===== src/verilog/arts_pkg.sv =====
`default_nettype none
package arts_pkg;
	// register addresses on the special-function-register bus
	localparam logic [7:0] ADDR_TIMER_CONTROL = 8'h91;
	localparam logic [7:0] ADDR_RELOAD_LOW = 8'h92;
	localparam logic [7:0] ADDR_RELOAD_HIGH = 8'h93;
	localparam logic [7:0] ADDR_COUNT_LOW = 8'h94;
	localparam logic [7:0] ADDR_COUNT_HIGH = 8'h95;

	// timer_control field positions
	localparam int CTL_HIGH_FLAG = 7;
	localparam int CTL_LOW_FLAG = 6;
	localparam int CTL_LOW_IRQ_EN = 5;
	localparam int CTL_SPLIT = 3;
	localparam int CTL_RUN = 2;
	localparam int CTL_EXT_SEL = 0;

	// reset values
	localparam logic [7:0] RST_TIMER_CONTROL = 8'h00;
	localparam logic [7:0] RST_RELOAD_LOW = 8'h00;
	localparam logic [7:0] RST_RELOAD_HIGH = 8'h00;
	localparam logic [7:0] RST_COUNT = 8'h00;
	localparam logic [7:0] RST_READ_DATA = 8'h00;
	localparam logic [3:0] RST_SYS_DIV = 4'h0;
	localparam logic [2:0] RST_EXT_DIV = 3'h0;
	localparam logic RST_SYNC = 1'h0;

	// byte values
	localparam logic [7:0] BYTE_ALL_ONES = 8'hff;
	localparam logic [7:0] BYTE_ZERO = 8'h00;

	// prescaler counts
	localparam int SYS_DIV = 12;
	localparam int EXT_DIV = 8;
	localparam logic [3:0] SYS_DIV_LAST = 4'(SYS_DIV - 1);
	localparam logic [2:0] EXT_DIV_LAST = 3'(EXT_DIV - 1);
	localparam logic [3:0] SYS_DIV_FIRST = 4'h0;
endpackage
`default_nettype wire


===== src/verilog/arts_timer.sv =====
`timescale 1ns/1ps
`default_nettype none
module arts_timer (
	// clock and reset
	input wire logic clk,
	input wire logic reset,
	// special-function-register bus
	input wire logic [7:0] sfr_addr,
	input wire logic sfr_wr,
	input wire logic [7:0] sfr_wdata,
	input wire logic sfr_rd,
	output logic [7:0] sfr_rdata,
	// configuration held outside this block
	input wire logic high_byte_clock_select,
	input wire logic low_byte_clock_select,
	input wire logic capture_enable,
	input wire logic timer_irq_enable,
	// external clock source
	input wire logic ext_clock,
	// interrupt request
	output logic irq
);
	import arts_pkg::*;

	// control register bits
	logic high_flag_ff;
	logic low_flag_ff;
	logic low_irq_en_ff;
	logic split_ff;
	logic run_ff;
	logic ext_sel_ff;
	logic nxt_high_flag;
	logic nxt_low_flag;
	logic nxt_low_irq_en;
	logic nxt_split;
	logic nxt_run;
	logic nxt_ext_sel;
	// reload and count bytes
	logic [7:0] reload_low_ff;
	logic [7:0] reload_high_ff;
	logic [7:0] nxt_reload_low;
	logic [7:0] nxt_reload_high;
	logic [7:0] count_low_ff;
	logic [7:0] count_high_ff;
	logic [7:0] nxt_count_low;
	logic [7:0] nxt_count_high;
	// ticks, modes and counting events
	logic sys_tick;
	logic ext_rise;
	logic ext_tick;
	logic slow_tick;
	logic tick_low;
	logic tick_high;
	logic mode16;
	logic mode8;
	logic low_at_top;
	logic high_at_top;
	logic inc16;
	logic inc_low8;
	logic inc_high8;
	logic wrap16;
	logic low_roll;
	logic high_roll;
	logic [7:0] low_plus1;
	logic [7:0] high_plus1;
	// read path
	logic [7:0] ctl_word;
	logic [7:0] rd_sel_data;
	logic [7:0] rdata_ff;
	logic [7:0] nxt_rdata;
	// prescalers and synchroniser
	logic [3:0] sys_div_ff;
	logic [3:0] nxt_sys_div;
	logic [2:0] ext_div_ff;
	logic [2:0] nxt_ext_div;
	logic ext_sync1_ff;
	logic ext_sync2_ff;
	logic ext_prev_ff;
	logic nxt_ext_sync1;
	logic nxt_ext_sync2;
	logic nxt_ext_prev;

	// address decode
	wire logic sel_ctl = (sfr_addr == ADDR_TIMER_CONTROL);
	wire logic sel_rll = (sfr_addr == ADDR_RELOAD_LOW);
	wire logic sel_rlh = (sfr_addr == ADDR_RELOAD_HIGH);
	wire logic sel_cl = (sfr_addr == ADDR_COUNT_LOW);
	wire logic sel_ch = (sfr_addr == ADDR_COUNT_HIGH);
	wire logic wr_ctl = sfr_wr && sel_ctl;
	wire logic wr_rll = sfr_wr && sel_rll;
	wire logic wr_rlh = sfr_wr && sel_rlh;
	wire logic wr_cl = sfr_wr && sel_cl;
	wire logic wr_ch = sfr_wr && sel_ch;

	// prescaler ticks
	assign sys_tick = (sys_div_ff == SYS_DIV_LAST);
	// only the second synchroniser stage and its delayed copy feed the edge detect
	assign ext_rise = ext_sync2_ff && !ext_prev_ff;
	assign ext_tick = ext_rise && (ext_div_ff == EXT_DIV_LAST);
	assign slow_tick = ext_sel_ff ? ext_tick : sys_tick;
	assign tick_low = low_byte_clock_select ? 1'h1 : slow_tick;
	assign tick_high = high_byte_clock_select ? 1'h1 : slow_tick;

	// mode and enables; capture mode is not handled here, so the split-mode counters hold in it while 16-bit mode ignores capture_enable
	assign mode16 = !split_ff;
	assign mode8 = split_ff && !capture_enable;
	assign low_at_top = (count_low_ff == BYTE_ALL_ONES);
	assign high_at_top = (count_high_ff == BYTE_ALL_ONES);
	// 16-bit mode follows the low-byte clock select
	assign inc16 = mode16 && run_ff && tick_low;
	assign inc_low8 = mode8 && tick_low;
	assign inc_high8 = mode8 && run_ff && tick_high;
	assign wrap16 = inc16 && low_at_top && high_at_top;
	assign low_roll = (inc16 || inc_low8) && low_at_top;
	assign high_roll = wrap16 || (inc_high8 && high_at_top);

	// incremented bytes; the carry out of the top is dropped on purpose
	assign low_plus1 = count_low_ff + 8'h01;
	assign high_plus1 = count_high_ff + 8'h01;

	// counters: a software write to a counter byte wins over counting
	always_comb begin
		nxt_count_low = count_low_ff;
		if (wrap16) begin
			nxt_count_low = reload_low_ff;
		end else if (inc16) begin
			nxt_count_low = low_plus1;
		end else if (inc_low8) begin
			nxt_count_low = low_at_top ? reload_low_ff : low_plus1;
		end
		if (wr_cl) begin
			nxt_count_low = sfr_wdata;
		end
	end

	// in 16-bit mode the high byte only moves on a carry out of the low byte
	always_comb begin
		nxt_count_high = count_high_ff;
		if (wrap16) begin
			nxt_count_high = reload_high_ff;
		end else if (inc16 && low_at_top) begin
			nxt_count_high = high_plus1;
		end else if (inc_high8) begin
			nxt_count_high = high_at_top ? reload_high_ff : high_plus1;
		end
		if (wr_ch) begin
			nxt_count_high = sfr_wdata;
		end
	end

	// flags: hardware only sets, software write stores; a set in the same cycle wins
	assign nxt_high_flag = high_roll || (wr_ctl ? sfr_wdata[CTL_HIGH_FLAG] : high_flag_ff);
	assign nxt_low_flag = low_roll || (wr_ctl ? sfr_wdata[CTL_LOW_FLAG] : low_flag_ff);

	// remaining control bits change only on a control write
	assign nxt_low_irq_en = wr_ctl ? sfr_wdata[CTL_LOW_IRQ_EN] : low_irq_en_ff;
	assign nxt_split = wr_ctl ? sfr_wdata[CTL_SPLIT] : split_ff;
	assign nxt_run = wr_ctl ? sfr_wdata[CTL_RUN] : run_ff;
	assign nxt_ext_sel = wr_ctl ? sfr_wdata[CTL_EXT_SEL] : ext_sel_ff;

	// reload bytes
	assign nxt_reload_low = wr_rll ? sfr_wdata : reload_low_ff;
	assign nxt_reload_high = wr_rlh ? sfr_wdata : reload_high_ff;

	// combined request stays up while an enabled flag is set
	assign irq = timer_irq_enable && (high_flag_ff || (low_irq_en_ff && low_flag_ff));

	// control byte as read back; spare bits 4 and 1 stay zero
	always_comb begin
		ctl_word = BYTE_ZERO;
		ctl_word[CTL_HIGH_FLAG] = high_flag_ff;
		ctl_word[CTL_LOW_FLAG] = low_flag_ff;
		ctl_word[CTL_LOW_IRQ_EN] = low_irq_en_ff;
		ctl_word[CTL_SPLIT] = split_ff;
		ctl_word[CTL_RUN] = run_ff;
		ctl_word[CTL_EXT_SEL] = ext_sel_ff;
	end

	// read select; unmapped addresses read zero, and the data holds until the next read
	assign rd_sel_data = sel_ctl ? ctl_word :
		sel_rll ? reload_low_ff :
		sel_rlh ? reload_high_ff :
		sel_cl ? count_low_ff :
		sel_ch ? count_high_ff :
		BYTE_ZERO;
	assign nxt_rdata = sfr_rd ? rd_sel_data : rdata_ff;
	assign sfr_rdata = rdata_ff;

	// prescalers run freely from reset and are shared by both bytes
	assign nxt_sys_div = sys_tick ? SYS_DIV_FIRST : sys_div_ff + 4'h1;
	assign nxt_ext_div = ext_rise ? ext_div_ff + 3'h1 : ext_div_ff;

	// two-stage synchroniser; the external clock must run below half of clk
	assign nxt_ext_sync1 = ext_clock;
	assign nxt_ext_sync2 = ext_sync1_ff;
	assign nxt_ext_prev = ext_sync2_ff;

	// control register bits
	always_ff @(posedge clk) begin
		if (reset) begin
			high_flag_ff <= RST_TIMER_CONTROL[CTL_HIGH_FLAG];
		end else begin
			high_flag_ff <= nxt_high_flag;
		end
	end

	always_ff @(posedge clk) begin
		if (reset) begin
			low_flag_ff <= RST_TIMER_CONTROL[CTL_LOW_FLAG];
		end else begin
			low_flag_ff <= nxt_low_flag;
		end
	end

	always_ff @(posedge clk) begin
		if (reset) begin
			low_irq_en_ff <= RST_TIMER_CONTROL[CTL_LOW_IRQ_EN];
		end else begin
			low_irq_en_ff <= nxt_low_irq_en;
		end
	end

	always_ff @(posedge clk) begin
		if (reset) begin
			split_ff <= RST_TIMER_CONTROL[CTL_SPLIT];
		end else begin
			split_ff <= nxt_split;
		end
	end

	always_ff @(posedge clk) begin
		if (reset) begin
			run_ff <= RST_TIMER_CONTROL[CTL_RUN];
		end else begin
			run_ff <= nxt_run;
		end
	end

	always_ff @(posedge clk) begin
		if (reset) begin
			ext_sel_ff <= RST_TIMER_CONTROL[CTL_EXT_SEL];
		end else begin
			ext_sel_ff <= nxt_ext_sel;
		end
	end

	// reload bytes
	always_ff @(posedge clk) begin
		if (reset) begin
			reload_low_ff <= RST_RELOAD_LOW;
		end else begin
			reload_low_ff <= nxt_reload_low;
		end
	end

	always_ff @(posedge clk) begin
		if (reset) begin
			reload_high_ff <= RST_RELOAD_HIGH;
		end else begin
			reload_high_ff <= nxt_reload_high;
		end
	end

	// counter bytes
	always_ff @(posedge clk) begin
		if (reset) begin
			count_low_ff <= RST_COUNT;
		end else begin
			count_low_ff <= nxt_count_low;
		end
	end

	always_ff @(posedge clk) begin
		if (reset) begin
			count_high_ff <= RST_COUNT;
		end else begin
			count_high_ff <= nxt_count_high;
		end
	end

	// read data
	always_ff @(posedge clk) begin
		if (reset) begin
			rdata_ff <= RST_READ_DATA;
		end else begin
			rdata_ff <= nxt_rdata;
		end
	end

	// prescalers
	always_ff @(posedge clk) begin
		if (reset) begin
			sys_div_ff <= RST_SYS_DIV;
		end else begin
			sys_div_ff <= nxt_sys_div;
		end
	end

	always_ff @(posedge clk) begin
		if (reset) begin
			ext_div_ff <= RST_EXT_DIV;
		end else begin
			ext_div_ff <= nxt_ext_div;
		end
	end

	// synchroniser and edge detect stages
	always_ff @(posedge clk) begin
		if (reset) begin
			ext_sync1_ff <= RST_SYNC;
		end else begin
			ext_sync1_ff <= nxt_ext_sync1;
		end
	end

	always_ff @(posedge clk) begin
		if (reset) begin
			ext_sync2_ff <= RST_SYNC;
		end else begin
			ext_sync2_ff <= nxt_ext_sync2;
		end
	end

	always_ff @(posedge clk) begin
		if (reset) begin
			ext_prev_ff <= RST_SYNC;
		end else begin
			ext_prev_ff <= nxt_ext_prev;
		end
	end
endmodule
`default_nettype wire


===== config.mk =====
export PLATFORM = sky130hd
export DESIGN_NAME = arts_timer
export DESIGN_NICKNAME = d
export VERILOG_FILES = /design/src/verilog/arts_pkg.sv /design/src/verilog/arts_timer.sv
export SDC_FILE = /design/constraint.sdc
export NUM_CORES = 1
export LEC_CHECK = 0
export CAP_MARGIN = 20
export CORE_MARGIN = 1
export CORE_UTILIZATION = 59
export CTS_BUF_LIST = sky130_fd_sc_hd__clkbuf_4
export CTS_CLUSTER_SIZE = 40
export DETAILED_ROUTE_END_ITERATION = 10
export DONT_BUFFER_PORTS = 1
export HOLD_SLACK_MARGIN = 0.1
export PLACE_DENSITY = 0.78
export SYNTH_ARGS = -nofsm -noshare
export SYNTH_HDL_FRONTEND = slang
export SYNTH_SLANG_ARGS = --single-unit

===== constraint.sdc =====
create_clock -name clk -period 2 [get_ports clk]
set_clock_uncertainty 0.05 [all_clocks]
set_input_delay 0.1 -clock clk [delete_from_list [all_inputs] [get_ports clk]]
set_output_delay 0.1 -clock clk [all_outputs]
set_load 0.01 [all_outputs]

==> results.sh, run 1 <==
export IMPL_status="complete, but fails checks"
export IMPL_violations="setup timing"
export IMPL_post_route_period_util=1.05
export IMPL_grt_util_all_layers=0.350
export IMPL_num_vias=2967
export IMPL_die_y_um=73.7
export IMPL_nNetsFinal=427
export IMPL_place_worst_setup_slack_ps=-144
export IMPL_synth_seq_cells=56
export IMPL_ios=34
export IMPL_drive_gt1_frac=0.209
export IMPL_hpwlAfterDp_mm=6.17
export IMPL_cap_violations=0
export IMPL_min_from="sfr_addr[0]"
export IMPL_antenna_found_initial=0
export IMPL_endpoint_kind="flop"
export IMPL_placed_area_um2=3310
export IMPL_leakage_nw=1.43
export IMPL_fp_coreArea_um2=4850
export IMPL_cp_arrival_ps=2340
export IMPL_yosys_top_cells_count="dfxtp_1, nor2_1, nand2_1"
export IMPL_finalHoldViolations=0
export IMPL_timing_slew_headroom=0.618
export IMPL_route_antenna_remaining_nets=0
export IMPL_hold_class="primary input to flop"
export IMPL_synth_area_per_cell_um2=8.56
export IMPL_clock_latency_ps=380
export IMPL_cts_buffers=5
export IMPL_hold_slack_ps=99.8
export IMPL_die_area_um2=5430
export IMPL_portBuffers=0
export IMPL_cts_tree="yes"
export IMPL_ff2ff_setup_slack_ps=-100
export IMPL_synth_area_leaders="dfxtp_1, mux2i_1, nor2_1"
export IMPL_drtPass1Iterations=7
export IMPL_ctsRootBufferMaster="clkbuf_4"
export IMPL_async_reset_ff_frac=0
export IMPL_grt_ovfl_total=0
export IMPL_grt_setup_unrepaired="yes"
export IMPL_first_global_vias=2853
export IMPL_crit_type="flop to flop"
export IMPL_grt_first_pass_wirelength_mm=14.2
export IMPL_fmax_mhz=477
export IMPL_crit_path_start="ext_div_ff[0]$_SDFFE_PP0P_"
export IMPL_drc_errors=0
export IMPL_yosys_most_used_dff="dfxtp_1"
export IMPL_finalWirelength_mm=8.71
export IMPL_power_total_mw=1.80
export IMPL_rr_startpoint="ext_div_ff[0]$_SDFFE_PP0P_"
export IMPL_power_per_cell_area_nw_per_um2=494
export IMPL_slowest_delay_ps=440
export IMPL_critPathLaunchType="flop"
export IMPL_syn_inst=354
export IMPL_htree_num_levels=2
export IMPL_yosysTopAreaCell="dfxtp_1"
export IMPL_setup_violations_final=7
export IMPL_place_congestion=0.974
export IMPL_ys_seq_area_frac=0.370
export IMPL_ir_drop_uv=304
export IMPL_synth_cell_types=57
export IMPL_synth_edff_count=0
export IMPL_slowest_stage="a221o_2"
export IMPL_finalCriticalPeriod_ps=2100
export IMPL_initial_core_util=0.625
export IMPL_area_delta_synth_final_pct=19.9
export IMPL_met3WireLength_um=603
export IMPL_routed_top_layer="met4"
export IMPL_cts_num_sinks=56
export IMPL_diodes=0
export IMPL_yosys_area_top_type_share=0.370
export IMPL_worst_slack_ps=-97.3
export IMPL_fp_dieW_um=73.7
export IMPL_ys_warn_count=0
export IMPL_tightestPinTransition_ps=571
export IMPL_cts_max_path_buffers=2
export IMPL_synth_fp_nets=384
export IMPL_required_ps=2240
export IMPL_wl_met2_mm=4.23
export IMPL_drt_initial_drc_count=310
export IMPL_syn_area_um2=3030
export IMPL_slew_violations=0
export IMPL_wl_met1_mm=3.59
export IMPL_crit_chain="ha_4 > ha_4 > and4b_4 > or2_1 > a221o_2 > a41o_1 > a32o_1"
export IMPL_wl_per_cell_um=18.7
export IMPL_rows=25
export IMPL_fin_area_um2=3640
export IMPL_fin_util=0.750
export IMPL_cp_common_cell="ha_4"
export IMPL_post_synth_top_count_cell="dfxtp_1"
export IMPL_cp_max_fo=8
export IMPL_vias_per_cell=6.38
export IMPL_path_clk_slew_ps=160
export IMPL_grt_start_max_net_pins=53
==> worst max-delay path, delay by kind of cell, from the launching register on <==
| kind | cells | cell delay [ps] |
|---|---|---|
| compound gates | 3 | 920 |
| flops | 1 | 370 |
| simple gates | 2 | 370 |
| fa+ha+maj | 2 | 300 |
==> routing by layer <==
metal | GRT usage | vias to the layer above
met5 | 0 | -
met2 | 0.586 | 144
li1 | - | 1382
met4 | 0.162 | 0
met3 | 0.0425 | 35
met1 | 0.446 | 1406
==> metrics by stage <==
stage | TNS, ps | instances
3_5_place_dp | -1330 | 438
5_1_grt | -1080 | 465
3_3_place_gp | -730 | 438
2_1_floorplan | 0 | 354
4_1_cts | -439 | 465
6_report | -358 | 465
==> cell type report <==
type	count	area, µm²
Multi-Input combinational cell	274	1870
Fill cell	363	1210
Sequential cell	56	1130
Timing Repair Buffer	58	494
Tap cell	67	83.8
Clock buffer	6	45.0
Clock inverter	2	11.3
Inverter	2	7.51
==> repair_timing <==
item / 4_1_cts / 5_1_grt
setup endpoints to repair: 17 / 17
gates resized for setup: 10 / 11
pin swaps: 8 / 5
hold buffers: 18 / 0
buffers inserted: 1 / 1
endpoints found under the hold margin: 56 / 0
==> worst paths after layout <==
kind	endpoint	depth (start not counted)
worst max register to register	count_high_ff[4]$_SDFFE_PP0P_	7
worst max-delay path	count_high_ff[4]$_SDFFE_PP0P_	7
worst min register to register	ext_sync2_ff$_SDFF_PP0_	1
worst min-delay path	sfr_rdata[3]$_SDFFE_PP0P_	4
==> registers in the layout, indices dropped and copies added, names as in the netlist, 3 cells and up <==
| signal | count |
|---|---|
| sfr_rdata | 8 |
| sys_div_ff | 4 |
| reload_low_ff | 8 |
| count_low_ff | 8 |
| ext_div_ff | 3 |
| reload_high_ff | 8 |
| count_high_ff | 8 |
==> power by group <==
part / internal [mW] / leakage [nW] / total, mW / switching [mW]
registers: 1.14 / 0.455 / 1.15 / 0.0169
clock network: 0.148 / 0.0293 / 0.494 / 0.345
logic: 0.0699 / 0.941 / 0.152 / 0.0818
total: 1.35 / 1.43 / 1.80 / 0.444
==> cells in the final DEF, fill, tap and decap left out, drive strengths merged, types with 5 or more instances in the layout <==
cell type    synthesis  routed
dfxtp               56      56
nor2                50      50
buf                 12      41
nand2               34      34
a21oi               24      24
mux2i               23      23
nand3               19      19
dlygate4sd3          0      17
mux2                10      10
o21ai               10      10
nor3                 9       9
nor2b                8       8
a22o                 8       8
xnor2                6       6
clkbuf              10       6
nand4                5       5
a211oi               5       5
nor4                 5       5
nor3b                5       5
ha                   5       5
==> logic make-up (layout without fill, tap and decap cells) <==
kind of cell	count (synthesis)	after routing	share of synthesized area
AO/OA/AOI/OAI	76	76	0.181
adder cells (fa/ha/maj)	5	5	0.0206
multiplexers	33	33	0.113
flip-flops	56	56	0.370
AND/OR/NAND/NOR	150	150	0.249
XOR/XNOR	10	10	0.0289
buffers and inverters	24	68	0.0376
No activity file was read; power rests on OpenSTA's default activity.
==> run 2: changes to the inputs <==
ABC_AREA = 1   (was default)
CORE_UTILIZATION = 60   (was 59)
PLACE_DENSITY = 0.76   (was 0.78)
clock period = 2.6 ns   (was 2 ns; I/O delays follow)
==> results.sh, run 2 <==
export IMPL_cts_num_sinks=56
export IMPL_drive_gt1_frac=0.0784
export IMPL_drtPass1Iterations=5
export IMPL_ys_seq_area_frac=0.362
export IMPL_hpwlAfterDp_mm=6.01
export IMPL_cts_setup_buffers=0
export IMPL_endpoint_kind="flop"
export IMPL_leakage_nw=1.36
export IMPL_synth_edff_count=0
export IMPL_yosys_most_used_dff="dfxtp_1"
export IMPL_die_y_um=73.8
export IMPL_slew_violations=0
export IMPL_finalWirelength_mm=8.41
export IMPL_htree_num_levels=2
export IMPL_initial_core_util=0.638
export IMPL_wl_per_cell_um=15.9
export IMPL_fin_tns_setup_ps=0
export IMPL_cts_tree="yes"
export IMPL_ios=34
export IMPL_place_worst_setup_slack_ps=710
export IMPL_first_global_vias=2733
export IMPL_hold_slack_ps=119
export IMPL_worst_slack_ps=141
export IMPL_die_area_um2=5450
export IMPL_final_cells=528
export IMPL_grt_ovfl_total=0
export IMPL_grt_setup_unrepaired="no"
export IMPL_drt_initial_drc_count=302
export IMPL_cap_violations=0
export IMPL_rr_worst_depth=11
export IMPL_critPathLaunchType="primary input"
export IMPL_syn_inst=443
export IMPL_ff2ff_setup_slack_ps=210
export IMPL_cp_max_fo=13
export IMPL_drc_errors=0
export IMPL_yosys_area_top_type_share=0.362
export IMPL_fmax_mhz=407
export IMPL_synth_seq_cells=56
export IMPL_antenna_found_initial=2
export IMPL_area_delta_synth_final_pct=9.66
export IMPL_route_antenna_remaining_nets=0
export IMPL_timing_slew_headroom=0.363
export IMPL_ys_warn_count=0
export IMPL_power_per_cell_area_nw_per_um2=413
export IMPL_status="complete, no violations"
export IMPL_crit_path_start="sfr_addr[7]"
export IMPL_placed_cells=498
export IMPL_final_cell_mix="nand2_1, a21oi_1, inv_1"
export IMPL_required_ps=2920
export IMPL_yosysTopAreaCell="dfxtp_1"
export IMPL_place_congestion=1.04
export IMPL_worstReg2RegEnd="count_low_ff[4]$_SDFFE_PP0P_"
export IMPL_tightestPinTransition_ps=952
export IMPL_rows=25
export IMPL_clock_latency_ps=400
export IMPL_fp_dieW_um=73.8
export IMPL_synth_fp_nets=473
export IMPL_grt_util_all_layers=0.336
export IMPL_post_synth_top_count_cell="nand2_1"
export IMPL_ctsRootBufferMaster="clkbuf_4"
export IMPL_finalHoldViolations=0
export IMPL_cp_arrival_ps=2770
export IMPL_synth_area_leaders="dfxtp_1, a21oi_1, nand2_1"
export IMPL_async_reset_ff_frac=0
export IMPL_fp_coreArea_um2=4850
export IMPL_cts_buffers=5
export IMPL_yosys_top_cells_count="nand2_1, a21oi_1, inv_1"
export IMPL_post_route_period_util=0.946
export IMPL_syn_area_um2=3100
export IMPL_vias_per_cell=5.69
export IMPL_synth_area_per_cell_um2=6.99
export IMPL_setup_violations_final=0
export IMPL_cts_max_path_buffers=2
export IMPL_hold_class="primary input to flop"
export IMPL_num_vias=3006
export IMPL_grt_start_max_net_pins=31
export IMPL_synth_cell_types=37
export IMPL_nNetsFinal=488
export IMPL_cp_endpoint="reload_low_ff[0]$_SDFFE_PP0P_"
export IMPL_ir_drop_uv=337
export IMPL_path_clk_slew_ps=180
export IMPL_finalCriticalPeriod_ps=2460
export IMPL_layout_commonest_cell="nand2_1"
export IMPL_crit_type="primary input to flop"
export IMPL_rr_startpoint="ext_div_ff[0]$_SDFFE_PP0P_"
export IMPL_grt_first_pass_wirelength_mm=13.5
export IMPL_portBuffers=0
==> run 2: kinds of logic after synthesis <==
group                      synth area share
adders and majority gates            0.0202
buffers and inverters                0.0982
DFF                                   0.362
AOI/OAI and AO/OA                     0.192
xor gates and xnor gates             0.0283
and+or+nand+nor                       0.299
==> run 2: what timing repair did <==
action                                  in CTS  in global routing
endpoints found under the setup margin       0                  1
gates resized for setup                      0                  2
endpoints found under the hold margin       49                  0
hold buffers                                20                  0
==> run 2: worst min path at each step <==
| stage | startpoint | endpoint | slack [ps] | cells past startpoint |
|---|---|---|---|---|
| after global routing | sfr_addr[0] | sfr_rdata[7]$_SDFFE_PP0P_ | 110 | 4 |
| after floorplan | ext_clock | ext_sync1_ff$_SDFF_PP0_ | 190 | 2 |
| final | sfr_addr[2] | sfr_rdata[7]$_SDFFE_PP0P_ | 120 | 5 |
| after detailed placement | reset | count_low_ff[4]$_SDFFE_PP0P_ | 160 | 1 |
| after global placement | reset | count_low_ff[4]$_SDFFE_PP0P_ | 150 | 1 |
| after CTS | sfr_addr[0] | sfr_rdata[6]$_SDFFE_PP0P_ | 100 | 4 |
==> run 2: metal layers <==
metal / track usage / vias up / part of all wire
met5: 0 / - / 0
met4: 0.120 / 0 / 0.016
met3: 0.0768 / 13 / 0.095
met2: 0.536 / 125 / 0.46
li1: - / 1502 / -
met1: 0.444 / 1366 / 0.43
==> run 2: cell type report <==
type                            instances  area [µm²]
Inverter                               63         241
Antenna cell                            2        5.00
Timing Repair Buffer                   21         208
Multi-Input combinational cell        311        1670
Fill cell                             431        1450
Tap cell                               67        83.8
Sequential cell                        56        1120
Clock inverter                          3        27.5
Clock buffer                            5        37.5
==> run 2: critical path, cell delays in order <==
cell and delay (ps):
dlygate4sd3_1 550, nand3_2 180, inv_4 190, nand2_1 210
inv_4 170, nand3_1 80, dlygate4sd3_1 560, a21oi_1 150
dlygate4sd3_1 560
==> run 2: metrics by stage <==
| stage | instance area [µm²] | util | total power, mW |
|---|---|---|---|
| 2_1_floorplan | 3100 | - | 0.962 |
| 3_3_place_gp | 3120 | 0.643 | 0.966 |
| 3_5_place_dp | 3120 | 0.643 | 0.968 |
| 4_1_cts | 3380 | 0.698 | 1.41 |
| 5_1_grt | 3390 | 0.700 | 1.45 |
| 6_report | 3390 | 0.700 | 1.40 |
==> run 2: report_power, final <==
| group | total, mW | switching, mW | internal, mW |
|---|---|---|---|
| clock network | 0.415 | 0.300 | 0.114 |
| registers | 0.884 | 0.0110 | 0.873 |
| logic | 0.104 | 0.0679 | 0.0357 |
